[config.mk]
export PLATFORM = sky130hd
export DESIGN_NAME = sbc_bank_ctrl
export DESIGN_NICKNAME = d
export VERILOG_FILES = /design/src/hw/sbc_col_gen.v /design/src/hw/sbc_cmd_decode.v /design/src/hw/sbc_bank_ctrl.v
export VERILOG_INCLUDE_DIRS = /design/src /design/src/hw
export SDC_FILE = /design/constraint.sdc
export NUM_CORES = 1
export LEC_CHECK = 0
export BUFFER_PORTS_ARGS = -buffer_cell sky130_fd_sc_hd__buf_2
export CAP_MARGIN = 40
export CORE_ASPECT_RATIO = 0.6
export CORE_MARGIN = 2
export CORE_UTILIZATION = 55
export DETAILED_ROUTE_END_ITERATION = 8
export PLACE_DENSITY = 0.76
export SYNTH_ARGS = -nofsm -noshare
export SYNTH_HDL_FRONTEND = slang
export SYNTH_HIERARCHICAL = 1
export SYNTH_SLANG_ARGS = --single-unit
export TNS_END_PERCENT = 100
[constraint.sdc]
create_clock -name clk_in -period 2.7 [get_ports clk_in]
set_input_delay 0.135 -clock clk_in [delete_from_list [all_inputs] [get_ports clk_in]]
set_output_delay 0.135 -clock clk_in [all_outputs]
set_load 0.01 [all_outputs]
[src/hw/sbc_defines.vh]
// Command encodings, field positions and timing counts for the bank command control
`ifndef SBC_DEFINES_VH
`define SBC_DEFINES_VH
// Command code {cs_n, ras_n, cas_n, we_n}
`define SBC_CMD_NOP 4'h7
`define SBC_CMD_ACT 4'h3
`define SBC_CMD_READ 4'h5
`define SBC_CMD_WRITE 4'h4
`define SBC_CMD_STOP 4'h6
`define SBC_CMD_PRE 4'h2
`define SBC_CMD_REF 4'h1
`define SBC_CMD_MRS 4'h0
// Address field positions
`define SBC_AP_BIT 10
`define SBC_COL_W 9
// Burst length codes
`define SBC_BL_1 3'h0
`define SBC_BL_2 3'h1
`define SBC_BL_4 3'h2
`define SBC_BL_8 3'h3
`define SBC_BL_PAGE 3'h7
// Write recovery in clocks and precharge time in ns
`define SBC_WR_CLK 1
`define SBC_TRP_NS 20
`define SBC_CLK_NS 8
`define SBC_TRP_CYC ((`SBC_TRP_NS + `SBC_CLK_NS - 1) / `SBC_CLK_NS)
// Reset value of bank state
`define SBC_BANKS_RST 4'h0
`endif

[src/hw/sbc_col_gen.v]
// Burst column address generator for sequential and interleave order
`timescale 1ns/1ps
`include "sbc_defines.vh"
module sbc_col_gen #(
    parameter COL_W = `SBC_COL_W
) (
    input wire [COL_W-1:0] start_col_in,
    input wire [COL_W-1:0] beat_in,
    input wire [2:0] burst_len_in,
    input wire interleave_in,
    output reg [COL_W-1:0] col_out
);
    reg [COL_W-1:0] mask;
    reg [COL_W-1:0] seq;
    always @* begin
        mask = {COL_W{1'b0}};
        case (burst_len_in)
            `SBC_BL_2: mask = {{(COL_W-1){1'b0}}, 1'b1};
            `SBC_BL_4: mask = {{(COL_W-2){1'b0}}, 2'h3};
            `SBC_BL_8: mask = {{(COL_W-3){1'b0}}, 3'h7};
            `SBC_BL_PAGE: mask = {COL_W{1'b1}};
            default: mask = {COL_W{1'b0}};
        endcase
        seq = start_col_in + beat_in;
        if (interleave_in && burst_len_in != `SBC_BL_PAGE) begin
            col_out = start_col_in ^ (beat_in & mask);
        end else begin
            // Low bits wrap, no carry into upper bits
            col_out = (start_col_in & ~mask) | (seq & mask);
        end
    end
endmodule // sbc_col_gen

[src/hw/sbc_cmd_decode.v]
// Command decoder from control pins
`timescale 1ns/1ps
`include "sbc_defines.vh"
module sbc_cmd_decode (
    input wire cs_n_in,
    input wire ras_n_in,
    input wire cas_n_in,
    input wire we_n_in,
    output reg [3:0] cmd_out
);
    always @* begin
        if (cs_n_in) begin
            cmd_out = `SBC_CMD_NOP;
        end else begin
            cmd_out = {1'b0, ras_n_in, cas_n_in, we_n_in};
        end
    end
endmodule // sbc_cmd_decode

[src/hw/sbc_bank_ctrl.v]
// Bank command control: burst, precharge, refresh, power-down and suspend
`timescale 1ns/1ps
`include "sbc_defines.vh"
module sbc_bank_ctrl #(
    parameter COL_W = `SBC_COL_W,
    parameter WR_CLK = `SBC_WR_CLK,
    parameter TRP_CYC = `SBC_TRP_CYC
) (
    input wire clk_in,
    input wire rst_n_in,
    input wire cke_in,
    input wire cs_n_in,
    input wire ras_n_in,
    input wire cas_n_in,
    input wire we_n_in,
    input wire bank_select_lo_in,
    input wire bank_select_hi_in,
    input wire [12:0] addr_in,
    input wire [2:0] burst_len_in,
    input wire interleave_in,
    input wire [1:0] cas_latency_in,
    output reg [3:0] bank_open_out,
    output reg [3:0] bank_precharging_out,
    output reg burst_active_out,
    output reg burst_write_out,
    output reg [1:0] burst_bank_out,
    output reg [COL_W-1:0] burst_col_out,
    output reg write_take_out,
    output reg self_refresh_out,
    output reg power_down_out,
    output reg suspend_out
);
    localparam ST_RUN = 2'h0;
    localparam ST_SREF = 2'h1;
    localparam ST_PDN = 2'h2;
    localparam ST_SUSP = 2'h3;

    reg rst_meta;
    reg rst_sync;
    reg [1:0] state;
    reg [1:0] next_state;
    reg cke_prev;
    reg [COL_W-1:0] start_col;
    reg [COL_W-1:0] beat;
    reg [COL_W-1:0] beats_left;
    reg auto_pre;
    reg [3:0] ap_delay;
    reg ap_pending;
    reg [3:0] trp_cnt [0:3];
    reg [3:0] pre_start;
    reg ap_fire;
    wire [3:0] cmd;
    wire [1:0] bank_sel;
    wire [COL_W-1:0] col_now;
    wire [COL_W-1:0] col_cmd;
    wire any_open;
    wire clk_live;
    wire is_rw;
    wire last_beat;
    wire cke_fall;
    integer i;
    integer j;
    integer m;

    function [COL_W-1:0] burst_beats;
        input [2:0] bl;
        begin
            case (bl)
                `SBC_BL_1: burst_beats = {{(COL_W-1){1'b0}}, 1'b1};
                `SBC_BL_2: burst_beats = {{(COL_W-2){1'b0}}, 2'h2};
                `SBC_BL_4: burst_beats = {{(COL_W-3){1'b0}}, 3'h4};
                `SBC_BL_8: burst_beats = {{(COL_W-4){1'b0}}, 4'h8};
                default: burst_beats = {COL_W{1'b1}};
            endcase
        end
    endfunction

    // Precharge target: every bank when the flag bit is set
    function bank_hit;
        input [1:0] sel;
        input [1:0] idx;
        input all;
        begin
            bank_hit = all || (sel == idx);
        end
    endfunction

    sbc_cmd_decode u_dec (
        .cs_n_in(cs_n_in),
        .ras_n_in(ras_n_in),
        .cas_n_in(cas_n_in),
        .we_n_in(we_n_in),
        .cmd_out(cmd)
    );

    sbc_col_gen #(
        .COL_W(COL_W)
    ) u_col (
        .start_col_in(start_col),
        .beat_in(beat),
        .burst_len_in(burst_len_in),
        .interleave_in(interleave_in),
        .col_out(col_now)
    );

    assign bank_sel = {bank_select_hi_in, bank_select_lo_in};
    assign col_cmd = addr_in[COL_W-1:0];
    assign any_open = |bank_open_out;
    // Internal clock gated off outside the run state
    assign clk_live = (state == ST_RUN) && cke_prev;
    assign is_rw = (cmd == `SBC_CMD_READ) || (cmd == `SBC_CMD_WRITE);
    assign last_beat = (beats_left == {{(COL_W-1){1'b0}}, 1'b1});
    assign cke_fall = cke_prev && !cke_in;

    always @(posedge clk_in or negedge rst_n_in) begin
        if (!rst_n_in) begin
            rst_meta <= 1'b0;
            rst_sync <= 1'b0;
        end else begin
            rst_meta <= 1'b1;
            rst_sync <= rst_meta;
        end
    end

    // Power state; pins are same-clock logic from the controller
    always @* begin
        next_state = state;
        case (state)
            ST_RUN: begin
                if (cke_fall && cmd == `SBC_CMD_REF && !any_open) begin
                    next_state = ST_SREF;
                end else if (cke_fall) begin
                    // Burst or open bank suspends instead of power-down
                    if (any_open || burst_active_out) begin
                        next_state = ST_SUSP;
                    end else begin
                        next_state = ST_PDN;
                    end
                end
            end
            ST_SREF: begin
                if (cke_in) begin
                    next_state = ST_RUN;
                end
            end
            ST_PDN: begin
                if (cke_in) begin
                    next_state = ST_RUN;
                end
            end
            ST_SUSP: begin
                if (cke_in) begin
                    next_state = ST_RUN;
                end
            end
            default: next_state = ST_RUN;
        endcase
    end

    // Power state registers keep running while the internal clock is off
    always @(posedge clk_in or negedge rst_sync) begin
        if (!rst_sync) begin
            state <= ST_RUN;
            cke_prev <= 1'b1;
            self_refresh_out <= 1'b0;
            power_down_out <= 1'b0;
            suspend_out <= 1'b0;
        end else begin
            state <= next_state;
            cke_prev <= cke_in;
            self_refresh_out <= (next_state == ST_SREF);
            power_down_out <= (next_state == ST_PDN);
            suspend_out <= (next_state == ST_SUSP);
        end
    end

    // Banks whose precharge time starts at this edge
    always @* begin
        ap_fire = clk_live && ap_pending && (ap_delay == 4'h0);
        pre_start = 4'h0;
        if (ap_fire) begin
            pre_start[burst_bank_out] = 1'b1;
        end
        for (j = 0; j < 4; j = j + 1) begin
            // Flag bit set: all banks, else the selected one
            if (clk_live && cmd == `SBC_CMD_PRE &&
                bank_hit(bank_sel, j[1:0], addr_in[`SBC_AP_BIT])) begin
                pre_start[j] = 1'b1;
            end
        end
    end

    // Precharge time per bank; activate is refused until it runs out
    always @(posedge clk_in or negedge rst_sync) begin
        if (!rst_sync) begin
            bank_precharging_out <= `SBC_BANKS_RST;
            for (m = 0; m < 4; m = m + 1) begin
                trp_cnt[m] <= 4'h0;
            end
        end else if (clk_live) begin
            for (m = 0; m < 4; m = m + 1) begin
                if (pre_start[m]) begin
                    bank_precharging_out[m] <= 1'b1;
                    trp_cnt[m] <= TRP_CYC[3:0];
                end else if (trp_cnt[m] != 4'h0) begin
                    trp_cnt[m] <= trp_cnt[m] - 4'h1;
                end else begin
                    bank_precharging_out[m] <= 1'b0;
                end
            end
        end
    end

    // Auto precharge timing; a write first waits out the recovery clocks
    always @(posedge clk_in or negedge rst_sync) begin
        if (!rst_sync) begin
            ap_pending <= 1'b0;
            ap_delay <= 4'h0;
        end else if (clk_live) begin
            if (ap_pending) begin
                if (ap_delay != 4'h0) begin
                    ap_delay <= ap_delay - 4'h1;
                end else begin
                    ap_pending <= 1'b0;
                end
            end else if (burst_active_out && auto_pre && !burst_write_out &&
                         beats_left == {{(COL_W-2){1'b0}}, cas_latency_in}) begin
                // Read precharge leads the burst end by two clocks less than the CAS latency
                ap_pending <= 1'b1;
                ap_delay <= 4'h0;
            end else if (burst_active_out && auto_pre && burst_write_out && last_beat) begin
                ap_pending <= 1'b1;
                ap_delay <= WR_CLK[3:0];
            end
        end
    end

    always @(posedge clk_in or negedge rst_sync) begin
        if (!rst_sync) begin
            bank_open_out <= `SBC_BANKS_RST;
            burst_active_out <= 1'b0;
            burst_write_out <= 1'b0;
            burst_bank_out <= 2'h0;
            burst_col_out <= {COL_W{1'b0}};
            write_take_out <= 1'b0;
            start_col <= {COL_W{1'b0}};
            beat <= {COL_W{1'b0}};
            beats_left <= {COL_W{1'b0}};
            auto_pre <= 1'b0;
        end else begin
            write_take_out <= 1'b0;
            if (clk_live) begin
                // Burst advance; no-operation leaves it running
                if (burst_active_out) begin
                    beat <= beat + {{(COL_W-1){1'b0}}, 1'b1};
                    burst_col_out <= col_now;
                    beats_left <= beats_left - {{(COL_W-1){1'b0}}, 1'b1};
                    if (burst_write_out) begin
                        write_take_out <= 1'b1;
                    end
                    if (last_beat &&
                        burst_len_in != `SBC_BL_PAGE) begin
                        burst_active_out <= 1'b0;
                        write_take_out <= 1'b0;
                    end
                end

                if (ap_fire) begin
                    auto_pre <= 1'b0;
                    bank_open_out[burst_bank_out] <= 1'b0;
                end

                // Commands; controller keeps auto precharge bursts whole
                if (cmd == `SBC_CMD_ACT && !bank_precharging_out[bank_sel]) begin
                    bank_open_out[bank_sel] <= 1'b1;
                end else if (is_rw && bank_open_out[bank_sel] && !auto_pre) begin
                    burst_active_out <= 1'b1;
                    burst_write_out <= (cmd == `SBC_CMD_WRITE);
                    burst_bank_out <= bank_sel;
                    start_col <= col_cmd;
                    burst_col_out <= col_cmd;
                    beat <= {{(COL_W-1){1'b0}}, 1'b1};
                    beats_left <= burst_beats(burst_len_in);
                    auto_pre <= addr_in[`SBC_AP_BIT];
                    // First write word taken with the command
                    write_take_out <= (cmd == `SBC_CMD_WRITE);
                    if (burst_len_in == `SBC_BL_1) begin
                        beats_left <= {{(COL_W-1){1'b0}}, 1'b1};
                    end
                end else if (cmd == `SBC_CMD_STOP &&
                             burst_len_in == `SBC_BL_PAGE) begin
                    // Residual page write data is dropped
                    burst_active_out <= 1'b0;
                    write_take_out <= 1'b0;
                end else if (cmd == `SBC_CMD_PRE) begin
                    for (i = 0; i < 4; i = i + 1) begin
                        if (pre_start[i]) begin
                            bank_open_out[i] <= 1'b0;
                        end
                    end
                    if (bank_hit(bank_sel, burst_bank_out, addr_in[`SBC_AP_BIT])) begin
                        burst_active_out <= 1'b0;
                    end
                end
            end
        end
    end
endmodule // sbc_bank_ctrl

==> out/qor.txt, run 1 <==
Num rows - 26
Period utilization - 83.3%
Mapped Avg Cell Area - 9.22 sq um
Max-cap violation count - 0
Cell count after synthesis - 513
Final Skew - 0.00882 ns
Critical path class - reg2reg
Core Util, Final - 65.1%
CTS buffer count - 9
Final ANT Viol Nets - 0
First drt pass iteration count - 5
Area growth syn-to-layout - 16.0%
First-pass GRT wire length - 19100 um
Largest cells by area after synthesis - dfrtp_1, nand2_1, ha_1, xor2_1, a21oi_1
WP data required - 2.92 ns
Async SR Flop Fraction - 100%
Via density - 6.10
FF+latch area - 1980 sq um
Net count reported at finish - 613
Setup TNS - 0 ns
Buffers on Ports - 49
Max IR drop VDD - 0.536 mV
GR Util All Layers - 26.7%
FMAX - 0.445 GHz
Setup violators final - 0
Die Height - 75.8 um
WL/cell - 17.1 um
CTS root buf - clkbuf_16
Fin. Hold Viols - 0
Ys Warns - 6
Hold buffer count at cts - 2
Placed Instances - 663
Crit path launch type - flip-flop
Area of the die - 9380 sq um
Die width - 124 um
Synth Register Bits - 79
Most frequent cell after synthesis - dfrtp_1
Synth Cell Area - 4730 sq um
Max FO, Critical Path - 6
Unrepaired setup endpoints after global routing - no
Worst hold slack - 0.0140 ns
Core ar. - 8430 sq um
Leak - 2.44 nW
Critical Path End Type - flip-flop
I/O pins - 53
Clk slew on worst S/H paths - 0.06 ns
DRC - 0
Fraction of layout cells with a size suffix above 1 - 17.2%
Total power - 0.00470 W
Critical Path AT - 2.47 ns
Slew HR - 39.0%
# resized after CTS - 0
Total grt overflow - 0
Post-synth EDFFs - 0
Antenna violations before repair - 1
H-tree levels - 3
Top post-synthesis cells by count - dfrtp_1, nand2_1, nor2_1
Vias in the first global route - 3832
Fin crit period - 2.25 ns
Vias - 4158
Fill cell count - 645
GPL Wtd Cong - 0.863
Clk_lat worst skew - 0.34 ns
Syn nets - 562
Final HPWL DP - 8380 um
Predominant post-synthesis flop cell - dfrtp_1
Clock Sink Count - 79
Post-CTS Repair Setup Buffers - 0
CTS tree - built
Initial Utilization - 56.1%
Initial DRC Count - 348
Status - complete, no violations
Clock Tree Buf Depth - 2
Final Routed Wirelength - 11700 um
Synth top area share - 41.3%
Multi-input logic area - 2570 sq um
Worst Tran Pin Value - 0.902 ns
Worst Hold Class - in2reg
Final Max Tran Viols - 0
Final std cells w/o fill - 682
Synth area leader - dfrtp_1
Register area share after synthesis - 41.8%
Largest net degree at the start of global routing - 65
Pwr Density - 857 nW/um^2
Post-synth cell types - 66
==> sequential cells by signal (all words and copies together), names as in the netlist, 2 cells and up <==
name and flops:
beats_left 9, bank_precharging_out 4, burst_col_out 9, start_col 9, beat 9, bank_open_out 4
trp_cnt 16, state 2, burst_bank_out 2, ap_delay 4
==> worst max-delay path, stage by stage, from the launching register on <==
cell      delay [ns]
dfrtp_1         0.46
ha_1            0.25
inv_1           0.09
fa_1            0.26
nor2b_4         0.06
o31a_1          0.29
nor3_1          0.25
o21bai_1        0.15
nand4_1         0.10
o221a_2         0.23
==> kinds of logic (layout without fill, tap and decap cells) <==
kind of cell	Yosys count	in the layout	synth area share, %
multiplexers	2	2	0.953
AO/OA/AOI/OAI	124	124	18.5
buffers and inverters	43	99	4.05
other	2	3	0.159
flip-flops	79	79	41.8
AND/OR/NAND/NOR	215	215	23.8
XOR/XNOR	26	26	4.82
adder cells (fa/ha/maj)	22	22	5.93
==> routing by layer <==
metal / wire, um / GRT usage, %
met1: 5680 / 38.9
met3: 691 / 6.81
met4: 151 / 7.95
met2: 5170 / 39.4
met5: 0 / 0
==> worst paths after layout <==
kind                                    end  depth (start not counted)  slack [ns]        from
hold / removal                 start_col[4]                          3        0.01  addr_in[4]
max in group asynchronous          cke_prev                          1        1.88    rst_sync
setup / recovery           burst_col_out[8]                          9        0.45     beat[0]
min in group asynchronous          rst_sync                          2        0.11    rst_n_in
hold reg to reg            burst_col_out[4]                          0        0.18    rst_sync
setup reg to reg           burst_col_out[8]                          9        0.45     beat[0]
==> layout by cell type, fill, tap and decap left out, drive strengths merged, types with 3 or more instances in the layout <==
cell type,n
a211oi,4
a21o,4
a21oi,23
a22o,6
a22oi,5
a31oi,8
and2,4
buf,58
bufinv,3
clkbuf,10
dfrtp,78
ha,20
inv,23
nand2,73
nand2b,3
nand3,19
nand4,11
nor2,30
nor2b,11
nor3,16
nor3b,5
nor4,6
nor4b,3
nor4bb,4
o211ai,4
o21a,8
o21ai,27
o221a,10
o22a,3
or2,3
or3,12
or3b,5
xnor2,11
xor2,15
==> area by class of cell <==
| class | count | share of cell area, % |
|---|---|---|
| multi-input combinational | 391 | 46.9 |
| sequential | 79 | 36.1 |
| timing repair buffer | 60 | 6.43 |
| clock buffer | 10 | 4.36 |
| tap | 112 | 2.56 |
| clock inverter | 6 | 1.96 |
| inverter | 23 | 1.57 |
| antenna | 1 | 0.0456 |
==> report_power, final <==
group	total, W	internal (W)	switching [W]	leakage [nW]
clock	0.00140	0.000925	0.000479	0.168
sequential	0.00187	0.00152	0.000352	0.946
combinational	0.00143	0.000666	0.000760	1.32
total	0.00470	0.00311	0.00159	2.44
==> through the flow <==
step	setup WS (ns)	area, sq um
after floorplan	0.339	4730
after global placement	0.511	5090
after detailed placement	0.389	5110
after CTS	0.484	5480
after global routing	0.309	5480
final	0.452	5480
No activity file was read; power rests on OpenSTA's default activity.
==> inputs of run 2 (changes only) <==
--- a/config.mk
+++ b/config.mk
@@ -10,7 +10,7 @@
 export CAP_MARGIN = 40
 export CORE_ASPECT_RATIO = 0.6
 export CORE_MARGIN = 2
-export CORE_UTILIZATION = 55
+export CORE_UTILIZATION = 53
 export DETAILED_ROUTE_END_ITERATION = 8
 export PLACE_DENSITY = 0.76
 export SYNTH_ARGS = -nofsm -noshare
==> constraint.sdc (replaced) <==
create_clock -name clk_in -period 2 [get_ports clk_in]
set_input_delay 0.1 -clock clk_in [delete_from_list [all_inputs] [get_ports clk_in]]
set_output_delay 0.1 -clock clk_in [all_outputs]
set_load 0.01 [all_outputs]
==> run 2 against run 1 <==
The run now ends with negative setup slack left; routed wire length up 11%; combinational power grew 51%; worst setup slack got worse by 0.52 ns; register-to-register slack worse by 0.52 ns; critical path type unchanged; maximum frequency increased by 8.4%; sequential cell count stayed put; count of clock-buffer cells in the layout unchanged; clock power rose by 15%; via count increased by 6.3%; sequential share of layout area fell by 2.0 points; clock skew shrank 0.0029 ns.
==> out/qor.txt, run 2 (synthesis gave the netlist of run 1 again) <==
Period utilization - 104%
Crit path launch type - flip-flop
DRC - 0
Total power - 0.00626 W
Critical Path AT - 2.35 ns
H-tree levels - 3
Top cell by count, worst path - o21a_1
Global Route met3 Usage - 6.98%
Violated checks - negative setup slack
Critical Path End Type - flip-flop
Most used routing layer - met2
CP max-delay cell - dfrtp_1
Vias in the first global route - 4347
Final Routed Wirelength - 13000 um
Final ANT Viol Nets - 0
Commonest non-fill, non-tap cell in the layout - dfrtp_1
Most frequent cells in the layout - dfrtp_1, nand2_1, buf_2, buf_4, nor2_1
Worst Hold Class - in2async
Initial DRC Count - 354
Final worst setup slack - -0.0732 ns
Critical path class - reg2reg
WP data required - 2.28 ns
CTS root buf - clkbuf_16
Vias - 4419
Clk slew on worst S/H paths - 0.06 ns
Fraction of layout cells with a size suffix above 1 - 22.4%
Core ar. - 8590 sq um
I/O pins - 53
CTS buffer count - 9
Setup TNS - -0.0732 ns
GR Util All Layers - 27.4%
Pwr Density - 1080 nW/um^2
First-pass GRT wire length - 21300 um
Final Skew - 0.00595 ns
Area of the die - 9720 sq um
Max FO, Critical Path - 3
WL/cell - 18.2 um
Initial Utilization - 55.1%
Net count reported at finish - 648
Buffers on Ports - 49
Unrepaired setup endpoints after global routing - yes
Worst Tran Pin Value - 0.694 ns
Largest register FFs - 16
Clock Tree Buf Depth - 2
Area growth syn-to-layout - 22.7%
Antenna violations before repair - 0
M1 GR Usage - 38.3%
Crit-path cells - ha_2 -> inv_2 -> fa_2 -> nor2b_4 -> o31a_1 -> o21a_1 -> o21a_1 -> o31ai_2 -> o221a_2
Fin crit period - 2.07 ns
Status - finished, violations left
Largest stage delay, worst path - 0.39 ns
First drt pass iteration count - 5
GR Util met2 - 41.7%
CTS tree - built
Setup violators final - 1
CP Launch Point - start_col[0]
Max IR drop VDD - 0.465 mV
Die Height - 77.2 um
Core Util, Final - 67.6%
Slew HR - 53.1%
Clk_lat worst skew - 0.35 ns
Num rows - 26
FMAX - 0.482 GHz
Max-cap violation count - 0
Ant diodes - 0
Total grt overflow - 0
Via density - 6.18
Worst hold slack - 0.0661 ns
Die width - 126 um
Fin. Hold Viols - 0
Final Max Tran Viols - 0
RR Startpoint - start_col[0]
Leak - 2.60 nW
Clock Sink Count - 79
GPL Wtd Cong - 0.894
Most flops, register - trp_cnt
Largest net degree at the start of global routing - 36
Final HPWL DP - 8850 um
[run 2: cell count changes in the layout (fill, tap and decap cells not counted), sizes merged]
cell         previous run  this run
bufinv                  3         1
diode                   1         0
buf                    58        84
clkinv                  2         4
dlygate4sd3             2        11
clkinvlp                1         0
[run 2: area by class of cell]
class | count | area, sq um
clock buffer | 10 | 229
clock inverter | 5 | 50.0
fill | 673 | 2790
inverter | 23 | 86.3
multi-input combinational | 391 | 2650
sequential | 79 | 1980
tap | 112 | 140
timing repair buffer | 95 | 668
[run 2: layer usage]
layer	vias to the layer above	routed length, um
met3	21	953
li1	2036	-
met5	-	0
met4	0	192
met2	190	6120
met1	2172	5710
[run 2: what timing repair did]
action                                  4_1_cts  5_1_grt
endpoints found under the hold margin        13        0
hold buffers                                 11        0
gates resized for setup                       6       10
setup buffers                                 2        1
pin swaps                                     3        5
endpoints found under the setup margin        4       17
[run 2: critical path: cells and delay by family (launching register included)]
kind	cells	cell delay, ns
buffers and inverters	1	0.06
adder cells (fa/ha/maj)	2	0.44
AO/OA/AOI/OAI	5	1.08
flip-flops	1	0.39
AND/OR/NAND/NOR	1	0.05
[run 2: path summary, 6_finish.rpt]
check / slack, ns / depth (start not counted) / to
hold / removal: 0.07 / 2 / rst_sync
max in group asynchronous: 1.15 / 1 / trp_cnt[10]
min in group clk_in: 0.08 / 3 / burst_bank_out[1]
hold reg to reg: 0.22 / 0 / beats_left[0]
setup / recovery: -0.07 / 9 / burst_col_out[6]
setup reg to reg: -0.07 / 9 / burst_col_out[6]
[run 2: stage by stage]
| stage | area (sq um) | instances | setup WS [ns] |
|---|---|---|---|
| floorplan | 4730 | 513 | 0.0218 |
| global placement | 5320 | 686 | -0.0375 |
| detailed placement | 5320 | 686 | -0.110 |
| CTS | 5740 | 714 | -0.0613 |
| global route | 5800 | 715 | -0.118 |
| finish | 5800 | 715 | -0.0732 |
[run 2: power breakdown]
part	switching, W	internal, W
Sequential	0.000438	0.00205
Clock	0.000662	0.000951
Combinational	0.00114	0.00102
Total	0.00224	0.00402
